<file path="config.mk">
export PLATFORM = sky130hd
export DESIGN_NAME = srec_loader
export DESIGN_NICKNAME = d
export VERILOG_FILES = /design/src/rtl/srec_pkg.sv /design/src/rtl/hex_pair_join.sv /design/src/rtl/srec_loader.sv
export SDC_FILE = /design/constraint.sdc
export NUM_CORES = 1
export LEC_CHECK = 0
export BUFFER_PORTS_ARGS = -buffer_cell sky130_fd_sc_hd__buf_2
export CORE_ASPECT_RATIO = 1.5
export CORE_MARGIN = 2
export CORE_UTILIZATION = 41
export DETAILED_ROUTE_END_ITERATION = 12
export PLACE_DENSITY = 0.65
export SETUP_SLACK_MARGIN = 0.02
export SYNTH_ARGS = -nofsm -noshare
export SYNTH_HDL_FRONTEND = slang
export SYNTH_SLANG_ARGS = --single-unit
</file>
<file path="constraint.sdc">
create_clock -name clk -period 2.78 [get_ports clk]
set_clock_uncertainty 0.05 [all_clocks]
set_input_delay 0.139 -clock clk [delete_from_list [all_inputs] [get_ports clk]]
set_output_delay 0.139 -clock clk [all_outputs]
set_load 0.01 [all_outputs]
</file>
<file path="src/rtl/srec_pkg.sv">
// Shared constants, types and helpers for the S-record loader.
package srec_pkg;

  localparam logic [7:0] CH_S       = 8'h53;
  localparam logic [7:0] CH_ONE     = 8'h31;
  localparam logic [7:0] CH_NINE    = 8'h39;
  localparam logic [7:0] CH_DIG0    = 8'h30;
  localparam logic [7:0] CH_DIG9    = 8'h39;
  localparam logic [7:0] CH_UPA     = 8'h41;
  localparam logic [7:0] CH_UPF     = 8'h46;
  localparam logic [7:0] CH_LOA     = 8'h61;
  localparam logic [7:0] CH_LOF     = 8'h66;
  localparam logic [7:0] CH_TEN     = 8'h0A;

  // Smallest legal count: two address bytes plus the checksum byte.
  localparam logic [7:0] MIN_LEN    = 8'h03;
  // A termination record carries exactly the address and checksum.
  localparam logic [7:0] TERM_LEN   = 8'h03;
  localparam logic [7:0] LAST_ONE   = 8'h01;
  localparam logic [15:0] ADDR_STEP = 16'h0001;
  localparam logic [15:0] ADDR_RST  = 16'h0000;
  localparam logic [7:0] BYTE_RST   = 8'h00;
  localparam logic [3:0] NIB_RST    = 4'h0;

  typedef enum logic [2:0] {
    ST_IDLE = 3'b001,
    ST_TYPE = 3'b010,
    ST_BODY = 3'b100
  } state_e;

  typedef enum logic [3:0] {
    PH_LEN  = 4'b0001,
    PH_AHI  = 4'b0010,
    PH_ALO  = 4'b0100,
    PH_DATA = 4'b1000
  } phase_e;

  typedef struct packed {
    logic       vld;
    logic [7:0] code;
  } char_s;

  typedef struct packed {
    logic        en;
    logic [15:0] addr;
    logic [7:0]  data;
  } mem_wr_s;

  // Maps an ASCII hex digit to {valid, nibble}; anything else is invalid.
  function automatic logic [4:0] hex_nib(input logic [7:0] c);
    logic [7:0] t;
    t = 8'h00;
    if (c >= CH_DIG0 && c <= CH_DIG9) begin
      t = c - CH_DIG0;
      return {1'b1, t[3:0]};
    end else if (c >= CH_UPA && c <= CH_UPF) begin
      t = c - CH_UPA + CH_TEN;
      return {1'b1, t[3:0]};
    end else if (c >= CH_LOA && c <= CH_LOF) begin
      t = c - CH_LOA + CH_TEN;
      return {1'b1, t[3:0]};
    end
    return {1'b0, NIB_RST};
  endfunction : hex_nib

endpackage : srec_pkg

</file>
<file path="src/rtl/hex_pair_join.sv">
// Joins two ASCII hex characters into one byte, first character high.
`timescale 1ns/10ps
module hex_pair_join (
  input  wire logic          clk,
  input  wire logic          rst_b,
  input  wire logic          clr,
  input  wire srec_pkg::char_s ch,
  output logic               byte_vld,
  output logic [7:0]         byte_val,
  output logic               bad_hex
);

  logic [4:0] dec;
  logic [3:0] hi_r;
  logic       have_hi_r;

  assign dec      = srec_pkg::hex_nib(ch.code);
  assign bad_hex  = ch.vld & ~dec[4];
  assign byte_vld = ch.vld & dec[4] & have_hi_r;
  assign byte_val = {hi_r, dec[3:0]};

  always_ff @(posedge clk or negedge rst_b) begin
    if (!rst_b) begin
      hi_r      <= srec_pkg::NIB_RST;
      have_hi_r <= 1'b0;
    end else if (clr || bad_hex) begin
      have_hi_r <= 1'b0;
    end else if (ch.vld) begin
      hi_r      <= dec[3:0];
      have_hi_r <= ~have_hi_r;
    end
  end

  chk_pair_nibble: assert property (@(posedge clk) disable iff (!rst_b)
    byte_vld |-> have_hi_r && byte_val[7:4] == hi_r && byte_val[3:0] == dec[3:0])
    else $error("Pair byte low nibble does not match the second character.");

endmodule : hex_pair_join

</file>
<file path="src/rtl/srec_loader.sv">
// S-record text decoder that turns code/data records into byte memory writes.
`timescale 1ns/10ps
module srec_loader (
  input  wire logic            clk,
  input  wire logic            rst_b,
  input  wire srec_pkg::char_s ch,
  output srec_pkg::mem_wr_s    mem_wr,
  output logic                 rec_ok,
  output logic                 rec_err,
  output logic                 load_done,
  output logic [15:0]          start_addr,
  output logic                 loading
);

  srec_pkg::state_e  state_r;
  srec_pkg::phase_e  phase_r;
  logic              first_seen_r;
  logic              is_term_r;
  logic [7:0]        rem_r;
  logic [7:0]        sum_r;
  logic [15:0]       addr_r;
  srec_pkg::mem_wr_s wr_r;
  logic              rec_ok_r;
  logic              rec_err_r;
  logic              done_r;
  logic [15:0]       start_addr_r;

  logic       pair_vld;
  logic [7:0] pair_byte;
  logic       pair_bad;
  logic       in_body;
  logic       byte_ev;
  logic       len_bad;
  logic       ck_ev;
  logic       ck_good;
  logic       type_ev;
  logic       type_bad;
  logic       err_ev;
  logic       ok_ev;
  logic       wr_ev;
  logic [7:0] sum_nxt;
  logic [4:0] ch_nib;

  srec_pkg::char_s body_ch;

  assign in_body = (state_r == srec_pkg::ST_BODY);
  assign body_ch = {ch.vld & in_body, ch.code};
  assign ch_nib  = srec_pkg::hex_nib(ch.code);

  hex_pair_join u_pair (
    .clk      (clk),
    .rst_b    (rst_b),
    .clr      (~in_body),
    .ch       (body_ch),
    .byte_vld (pair_vld),
    .byte_val (pair_byte),
    .bad_hex  (pair_bad)
  );

  assign byte_ev  = pair_vld;
  assign sum_nxt  = sum_r + pair_byte;
  assign len_bad  = (pair_byte < srec_pkg::MIN_LEN) || (is_term_r && pair_byte != srec_pkg::TERM_LEN);
  assign ck_ev    = byte_ev && phase_r == srec_pkg::PH_DATA && rem_r == srec_pkg::LAST_ONE;
  assign ck_good  = (pair_byte == ~sum_r);
  assign type_ev  = (state_r == srec_pkg::ST_TYPE) && ch.vld;
  assign type_bad = type_ev && first_seen_r && ch.code != srec_pkg::CH_ONE && ch.code != srec_pkg::CH_NINE;
  // A separator or any other non-hex character inside the body means the
  // record ended early; it is flagged through pair_bad alone, not by the length check.
  assign err_ev   = pair_bad || (byte_ev && phase_r == srec_pkg::PH_LEN && len_bad) ||
                    (ck_ev && !ck_good) || type_bad;
  assign ok_ev    = ck_ev && ck_good;
  assign wr_ev    = byte_ev && phase_r == srec_pkg::PH_DATA && rem_r != srec_pkg::LAST_ONE && !is_term_r;

  // Record framing.
  always_ff @(posedge clk or negedge rst_b) begin
    if (!rst_b) begin
      state_r <= srec_pkg::ST_IDLE;
    end else begin
      case (state_r)
        srec_pkg::ST_IDLE: begin
          // Line numbers, separators and header text never match the start letter.
          if (ch.vld && ch.code == srec_pkg::CH_S) begin
            state_r <= srec_pkg::ST_TYPE;
          end
        end
        srec_pkg::ST_TYPE: begin
          if (ch.vld) begin
            if (ch.code == srec_pkg::CH_ONE || (first_seen_r && ch.code == srec_pkg::CH_NINE)) begin
              state_r <= srec_pkg::ST_BODY;
            end else begin
              state_r <= srec_pkg::ST_IDLE;
            end
          end
        end
        srec_pkg::ST_BODY: begin
          if (err_ev || ok_ev) begin
            state_r <= srec_pkg::ST_IDLE;
          end
        end
        default: state_r <= srec_pkg::ST_IDLE;
      endcase
    end
  end

  // Block tracking: nothing loads until the first code/data record.
  always_ff @(posedge clk or negedge rst_b) begin
    if (!rst_b) begin
      first_seen_r <= 1'b0;
      is_term_r    <= 1'b0;
    end else if (type_ev && ch.code == srec_pkg::CH_ONE) begin
      first_seen_r <= 1'b1;
      is_term_r    <= 1'b0;
    end else if (type_ev && first_seen_r && ch.code == srec_pkg::CH_NINE) begin
      is_term_r    <= 1'b1;
    end else if (ok_ev && is_term_r) begin
      first_seen_r <= 1'b0;
    end
  end

  // Field walk, byte count, running sum and load address.
  always_ff @(posedge clk or negedge rst_b) begin
    if (!rst_b) begin
      phase_r <= srec_pkg::PH_LEN;
      rem_r   <= srec_pkg::BYTE_RST;
      sum_r   <= srec_pkg::BYTE_RST;
      addr_r  <= srec_pkg::ADDR_RST;
    end else if (!in_body) begin
      phase_r <= srec_pkg::PH_LEN;
    end else if (byte_ev) begin
      case (phase_r)
        srec_pkg::PH_LEN: begin
          rem_r   <= pair_byte;
          sum_r   <= pair_byte;
          phase_r <= srec_pkg::PH_AHI;
        end
        srec_pkg::PH_AHI: begin
          addr_r[15:8] <= pair_byte;
          rem_r        <= rem_r - srec_pkg::LAST_ONE;
          sum_r        <= sum_nxt;
          phase_r      <= srec_pkg::PH_ALO;
        end
        srec_pkg::PH_ALO: begin
          addr_r[7:0] <= pair_byte;
          rem_r       <= rem_r - srec_pkg::LAST_ONE;
          sum_r       <= sum_nxt;
          phase_r     <= srec_pkg::PH_DATA;
        end
        srec_pkg::PH_DATA: begin
          if (wr_ev) begin
            addr_r <= addr_r + srec_pkg::ADDR_STEP;
            rem_r  <= rem_r - srec_pkg::LAST_ONE;
            sum_r  <= sum_nxt;
          end
        end
        default: phase_r <= srec_pkg::PH_LEN;
      endcase
    end
  end

  // Memory write port.
  always_ff @(posedge clk or negedge rst_b) begin
    if (!rst_b) begin
      wr_r <= '0;
    end else begin
      wr_r.en <= wr_ev;
      if (wr_ev) begin
        wr_r.addr <= addr_r;
        wr_r.data <= pair_byte;
      end
    end
  end

  // Record status pulses.
  always_ff @(posedge clk or negedge rst_b) begin
    if (!rst_b) begin
      rec_ok_r  <= 1'b0;
      rec_err_r <= 1'b0;
      done_r    <= 1'b0;
    end else begin
      rec_ok_r  <= ok_ev;
      rec_err_r <= err_ev;
      done_r    <= ok_ev && is_term_r;
    end
  end

  // Execution start address taken from a good termination record.
  always_ff @(posedge clk or negedge rst_b) begin
    if (!rst_b) begin
      start_addr_r <= srec_pkg::ADDR_RST;
    end else if (ok_ev && is_term_r) begin
      start_addr_r <= addr_r;
    end
  end

  assign mem_wr     = wr_r;
  assign rec_ok     = rec_ok_r;
  assign rec_err    = rec_err_r;
  assign load_done  = done_r;
  assign start_addr = start_addr_r;
  assign loading    = first_seen_r;

  chk_write_in_body: assert property (@(posedge clk) disable iff (!rst_b)
    wr_r.en |-> $past(in_body && !is_term_r && first_seen_r))
    else $error("Memory write outside a code/data record body.");

  chk_write_addr: assert property (@(posedge clk) disable iff (!rst_b)
    wr_r.en |-> addr_r == wr_r.addr + srec_pkg::ADDR_STEP)
    else $error("Load address did not step after a write.");

  chk_sum_good: assert property (@(posedge clk) disable iff (!rst_b)
    ck_ev |=> (rec_ok_r == (&$past(sum_nxt))) && (rec_err_r == !(&$past(sum_nxt))))
    else $error("Checksum verdict does not match complemented sum.");

  chk_err_stops: assert property (@(posedge clk) disable iff (!rst_b)
    rec_err_r |-> !wr_r.en ##1 !wr_r.en [*5])
    else $error("Write issued right after a record error.");

  chk_hunt_discard: assert property (@(posedge clk) disable iff (!rst_b)
    !first_seen_r |=> !wr_r.en)
    else $error("Write before the first code/data record.");

  chk_type_reject: assert property (@(posedge clk) disable iff (!rst_b)
    type_bad |=> rec_err_r && state_r == srec_pkg::ST_IDLE)
    else $error("Unsupported record type was not rejected.");

  chk_nonhex_err: assert property (@(posedge clk) disable iff (!rst_b)
    (in_body && ch.vld && !ch_nib[4]) |=> rec_err_r && state_r == srec_pkg::ST_IDLE)
    else $error("Non-hex character inside a record was not flagged.");

  chk_len_short: assert property (@(posedge clk) disable iff (!rst_b)
    (byte_ev && phase_r == srec_pkg::PH_LEN && pair_byte < srec_pkg::MIN_LEN) |=> rec_err_r)
    else $error("Too short length field was accepted.");

  chk_done_addr: assert property (@(posedge clk) disable iff (!rst_b)
    done_r |-> rec_ok_r && start_addr_r == $past(addr_r) && !first_seen_r)
    else $error("Start address not captured at termination.");

  chk_idle_skip: assert property (@(posedge clk) disable iff (!rst_b)
    (state_r == srec_pkg::ST_IDLE && ch.vld && ch.code != srec_pkg::CH_S) |=> state_r == srec_pkg::ST_IDLE)
    else $error("Separator or leading character left the idle state.");

  cov_write: cover property (@(posedge clk) disable iff (!rst_b) wr_r.en ##1 wr_r.en);
  cov_rec_ok: cover property (@(posedge clk) disable iff (!rst_b) rec_ok_r && !is_term_r);
  cov_done: cover property (@(posedge clk) disable iff (!rst_b) done_r);
  cov_err: cover property (@(posedge clk) disable iff (!rst_b) rec_err_r);

endmodule : srec_loader

</file>
# Word-level counts from Yosys, hierarchy flattened
# Index checks and enable logic that the tools add are counted.
# word_totals
word_cells	137
ff_bits	90
# op_classes
reduce_logical	44
magnitude_cmp	7
n_eq_ne	23
bitwise	9
addsub	8
mux	29
# op_table
op	n
$pmux 8 s3	2
$pmux 8 s2	2
$logic_and 1x1->1	21
$mux 5	4
$add 16x1->16 const B	1
$eq 8x6->1 const B	2
$ge 8x7->1 const B	2
$le 8x7->1 const B	2
$mux 16	1
$mux 8	2
$ne 8x6->1 const B	2
$pmux 4 s4	1
$mux 3	4
$reduce_and 4->1	3
$sub 4x1->4 const B	3
$mux 1	10
$ne 2x2->1 const B	5
$reduce_bool 2->1	5
$pmux 3 s3	1
$add 4x4->4 const B	2
$add 8x8->8	1
$eq 8x1->1 const B	1
$eq 8x7->1 const B	1
$eq 8x8->1	1
other kinds (24)	41

# Logic depth before layout (Yosys ltp)
# logic_depth
word_depth	16
mapped_depth	15
ltp_nobuf	15

# Cells and area by module
# From an unflattened synthesis, not the netlist that was laid out.
# unflattened
cells_unflattened	566
area_unflattened_um2	4906.0
# by_module_without_submodules
mod	instances	cells_each	area_per_inst_um2
srec_loader	1	516	4463.0
hex_pair_join	1	50	442.9

# Worst setup path after synthesis
# No wires, ideal clock.
# synth_timing
path_type	input to register
startpoint	input ch[0] in the netlist's numbering
endpoint	register start_addr_r[10], in the netlist start_addr[10]
arrival_ps	3069
setup_slack_ps	-463
setup_ps	125
stages	14
required_time_ps	2605
cell_sequence	inv_1 > ha_1 > o21bai_1 > a21boi_4 > a21oi_2 > clkbuf_1 > nor2_1 > ha_1 > nand3_1 > nor3_1 > and4_1 > buf_2 > buf_2 > mux2_2
# synth_lines
element	line	text
start, declared	srec_loader.sv:6	input wire srec_pkg::char_s ch,
$sub 4x1->4 (tied with other cells)	srec_pkg.sv:57, srec_pkg.sv:60	
$add 4x4->4 / $logic_and 1x1->1 (equally long branches)	srec_pkg.sv:57, srec_pkg.sv:60, srec_pkg.sv:59	
$mux 5 / $mux 1 (equally long branches)	--	
$mux 5 / $mux 1 (equally long branches)	srec_pkg.sv:56	end else if (c >= CH_UPA && c <= CH_UPF) begin
$mux 5 / $mux 1 (equally long branches)	--	
$mux 5 (*)	srec_pkg.sv:63	return {1'b0, NIB_RST};
net pair_byte[2]	srec_loader.sv:29	logic [7:0] pair_byte;
$eq 8x8->1 (*)	srec_loader.sv:64	assign ck_good = (pair_byte == ~sum_r);
$logic_and 1x1->1 (*)	srec_loader.sv:71	assign ok_ev = ck_ev && ck_good;
$logic_and 1x1->1 (*)	srec_loader.sv:190	end else if (ok_ev && is_term_r) begin
end signal, assigned	srec_loader.sv:189	start_addr_r <= srec_pkg::ADDR_RST;
end signal, assigned	srec_loader.sv:191	start_addr_r <= addr_r;
end, declared	srec_loader.sv:26	logic [15:0] start_addr_r;
# Mark *: on every way through the listed nets, which the timed path passes. The rest lies on a longest branch. The select of a mux whose other input is x is not followed.
# A chain may end at the register's enable or synchronous reset.

# Worst setup path after layout
# layout_timing
startpoint	input ch[1] in the netlist's numbering
endpoint	register sum_r[7]
# layout_lines
element	line	text
$sub 4x1->4 (tied with other cells)	srec_pkg.sv:57, srec_pkg.sv:60	
$add 4x4->4 / $logic_and 1x1->1 (equally long branches)	srec_pkg.sv:57, srec_pkg.sv:60, srec_pkg.sv:59	
$mux 5 / $mux 1 (equally long branches)	--	
$mux 5 / $mux 1 (equally long branches)	srec_pkg.sv:56	
$mux 5 / $mux 1 (equally long branches)	--	
$mux 5 (*)	srec_pkg.sv:63	
net pair_byte[1]	srec_loader.sv:29	
$add 8x8->8 (*)	srec_loader.sv:61	assign sum_nxt = sum_r + pair_byte;
$mux 8	srec_loader.sv:149	if (wr_ev) begin
$pmux 8 s3 (*)	srec_loader.sv:130	case (phase_r)
end signal, assigned	srec_loader.sv:133	sum_r <= pair_byte;
end signal, assigned	srec_loader.sv:139	sum_r <= sum_nxt;
end signal, assigned	srec_loader.sv:152	sum_r <= sum_nxt;
end, declared	srec_loader.sv:20	logic [7:0] sum_r;
# Marked as above.

==> results by group <==
Status
  • Status: finished, final reports clean

CTS
  • Clk Tree Root Cell: clkbuf_16
  • CTS tree: yes
  • Maximum clock path buffer count: 2
  • Inserted Clock Buffers: 9
  • H-tree lvl count: 3
  • Clk pin slew, worst setup/hold paths: 0.06 ns
  • Worst skew pair latency: 0.34 ns
  • Clk sinks: 90

Final layout
  • N_diodes: 0
  • Final net count: 627
  • Leading cell type in the layout, fill and taps excluded: dfrtp_1
  • Highest-count cells in the layout ignoring fill and taps: 88 x dfrtp_1, 54 x buf_2, 53 x buf_4
  • Filler cells: 1116
  • Multi-input gate area: 2659 sq um
  • Post-layout util: 0.5241
  • Proportion of layout cells with a drive suffix above 1: 0.3416
  • Layout area overhead: 25.68%
  • FF+latch area: 2255 sq um

GRT
  • Global Route Usage Sum: 0.2185
  • Global route overflow: 0
  • Largest net degree at the start of global routing: 48
  • First-pass GRT wire length: 22510 um
  • Vias in the first global route: 4455
  • Initial antenna violation count: 0

Flow run
  • Max_cap viols: 0

Logic synthesis
  • Register area share after synthesis: 0.4546
  • Synthesized area per cell: 9.860 sq um
  • Cells after synthesis: 503
  • Synth cell types: 65
  • Syn Std Cell Area: 4960 sq um
  • Predominant post-synthesis flop cell: dfrtp_1
  • Syn_nets: 529
  • Post-synth EDFFs: 0
  • Async SR Flop Fraction: 1.000
  • Post-synthesis register bit count: 90
  • Synth Warn #: 0

Die
  • DIE HEIGHT: 138.7 um
  • DIE WIDTH: 93.81 um
  • Initial Util: 0.4170
  • DIE AREA: 13010 sq um
  • Row Count: 49
  • Core Box Area: 11890 sq um
  • Ports: 56

Setup path
  • Critical path launch point: ch[1]
  • Maximum fanout along the worst path: 4
  • CP endpoint kind: register
  • Critical setup path kind: in2reg
  • Crit path DAT: 2.82 ns
  • Crit path launch type: input port
  • Crit Reg-Reg Startpoint: rem_r[1]$_DFFE_PN0P_
  • Worst EP required: 3.00 ns

Hold path
  • HP Class: in2reg
  • Worst hold start: ch[8]

Routing
  • Vias: 4315
  • Vias/cell: 5.685
  • Antenna-violating nets left: 0
  • Drt total wl: 13350 um
  • DRT Pass-1 Iters: 5
  • Post-DR wirelength/cell: 17.59 um
  • Initial drt markers: 213
  • # DRC: 0

Power and ir drop
  • Sequential share of power: 0.465
  • Cell Int Power: 2.198 mW
  • Clock network fraction of total power: 0.467
  • Sw Ratio: 0.2296
  • Pwr/cell area: 457.7 nW/um^2
  • Share of power burned in combinational logic: 0.068
  • P_sw: 655.1 uW
  • P_leak: 2.941 nW
  • Peak VDD IR: 0.3080 mV

Place
  • IO buf count: 55
  • DP Worst Slack: -0.2060 ns
  • Hpwl dp: 9764 um
  • Routability cong.: 0.9219

Timing
  • Period utilisation layout: 0.9334
  • Final setup viols: 0
  • Hold Fails Final Rpt: 0
  • Fmax: 0.3854 GHz
  • Least-Margin Pin Slew: 0.6264 ns
  • Max-slew headroom: 0.5786
  • Final slew viol count: 0
  • Min Tclk post-route: 2.595 ns
  • Worst setup margin: 0.1851 ns
-- cell families (layout without fill, tap and decap cells) --
group | after synthesis | after routing | share of synthesized area
mux | 48 | 48 | 0.1077
compound gates | 139 | 139 | 0.1786
buf+inv | 45 | 148 | 0.03683
xor+xnor | 5 | 5 | 0.008829
flops | 90 | 90 | 0.4546
simple gates | 161 | 161 | 0.1741
fa+ha+maj | 15 | 15 | 0.03935
-- per-stage QoR --
step	area, sq um	hold slack, ns	cells	total power, mW	TNS, ns
final	6233	0.1909	759	2.853	0
after global placement	5813	0.1264	737	1.536	-2.963
after floorplan	5069	-0.2066	503	1.444	0
after global routing	6233	0.2125	759	2.949	-0.006318
after CTS	6147	0.1799	754	2.865	0
after detailed placement	5813	0.1352	737	1.537	-3.448
-- power groups by stage --
stage	clock (mW)	sequential, mW	combinational (mW)
2_1_floorplan	0	1.35	0.0946
3_3_place_gp	0	1.35	0.184
3_5_place_dp	0	1.35	0.185
4_1_cts	1.35	1.33	0.188
5_1_grt	1.41	1.33	0.215
6_report	1.33	1.33	0.194
-- routing by layer --
metal | global-route usage | part of all wire | up-vias
met5 | 0 | 0 | -
met4 | 0.08314 | 0.023 | 0
met3 | 0.03261 | 0.034 | 21
met2 | 0.3883 | 0.54 | 110
met1 | 0.2621 | 0.41 | 2133
li1 | - | - | 2051
-- cell usage after synthesis (8+ instances only) --
library cell	instances	area [sq um]
nor3_1	13	65.06
inv_1	22	82.58
dfrtp_1	88	2202
nand2_1	39	146.4
nand3_1	13	65.06
o22ai_1	10	62.56
a31oi_1	11	68.82
ha_1	14	175.2
nor2_1	33	123.9
a21oi_1	51	255.2
clkbuf_1	13	48.80
mux2_2	43	484.2
buf_2	8	40.04
nand4_1	11	68.82
o21ai_0	28	140.1
-- area by class of cell --
type | instances | share of cell area
timing repair buffer | 110 | 0.1152
sequential | 90 | 0.3617
multi-input combinational | 368 | 0.4265
inverter | 22 | 0.01385
clock buffer | 9 | 0.03613
clock inverter | 7 | 0.01586
tap | 153 | 0.03071
-- registers in the layout (all words and copies together), names as in the netlist --
name and flops:
load_done 1, loading 1, rem_r 8, state_r 3
addr_r 16, rec_err 1, is_term_r 1, u_pair.have_hi_r 1
sum_r 8, u_pair.hi_r 4, mem_wr 25, start_addr 16
rec_ok 1, phase_r 4
-- critical path, stage by stage --
cell	delay (ns)
buf_2	0.12
clkinvlp_4	0.11
ha_4	0.16
nor2_1	0.06
a2111oi_4	0.37
buf_4	0.19
a21oi_4	0.07
nor2_4	0.18
ha_4	0.23
a21oi_2	0.15
o22ai_2	0.10
o41a_1	0.45
mux2i_1	0.21
o311ai_2	0.12
nor2_1	0.13
-- timing repair --
| action | CTS | global route |
|---|---|---|
| setup buffers | 0 | 5 |
| hold buffers | 1 | 0 |
| gates resized for setup | 0 | 10 |
| endpoints found under the hold margin | 43 | 0 |
| endpoints found under the setup margin | 0 | 18 |
-- final timing paths --
path                                                to  slack, ns  depth (start not counted)
min in group asynchronous          load_done$_DFF_PN0_       0.30                          2
worst max register to register    rem_r[0]$_DFFE_PN0P_       0.21                          9
worst min-delay path             is_term_r$_DFFE_PN0P_       0.19                          3
worst max-delay path              sum_r[7]$_DFFE_PN0P_       0.19                         15
max in group asynchronous       phase_r[0]$_DFFE_PN1P_       1.68                          3
worst min register to register    sum_r[0]$_DFFE_PN0P_       0.45                          2
Power figures use the tool's default switching activity.
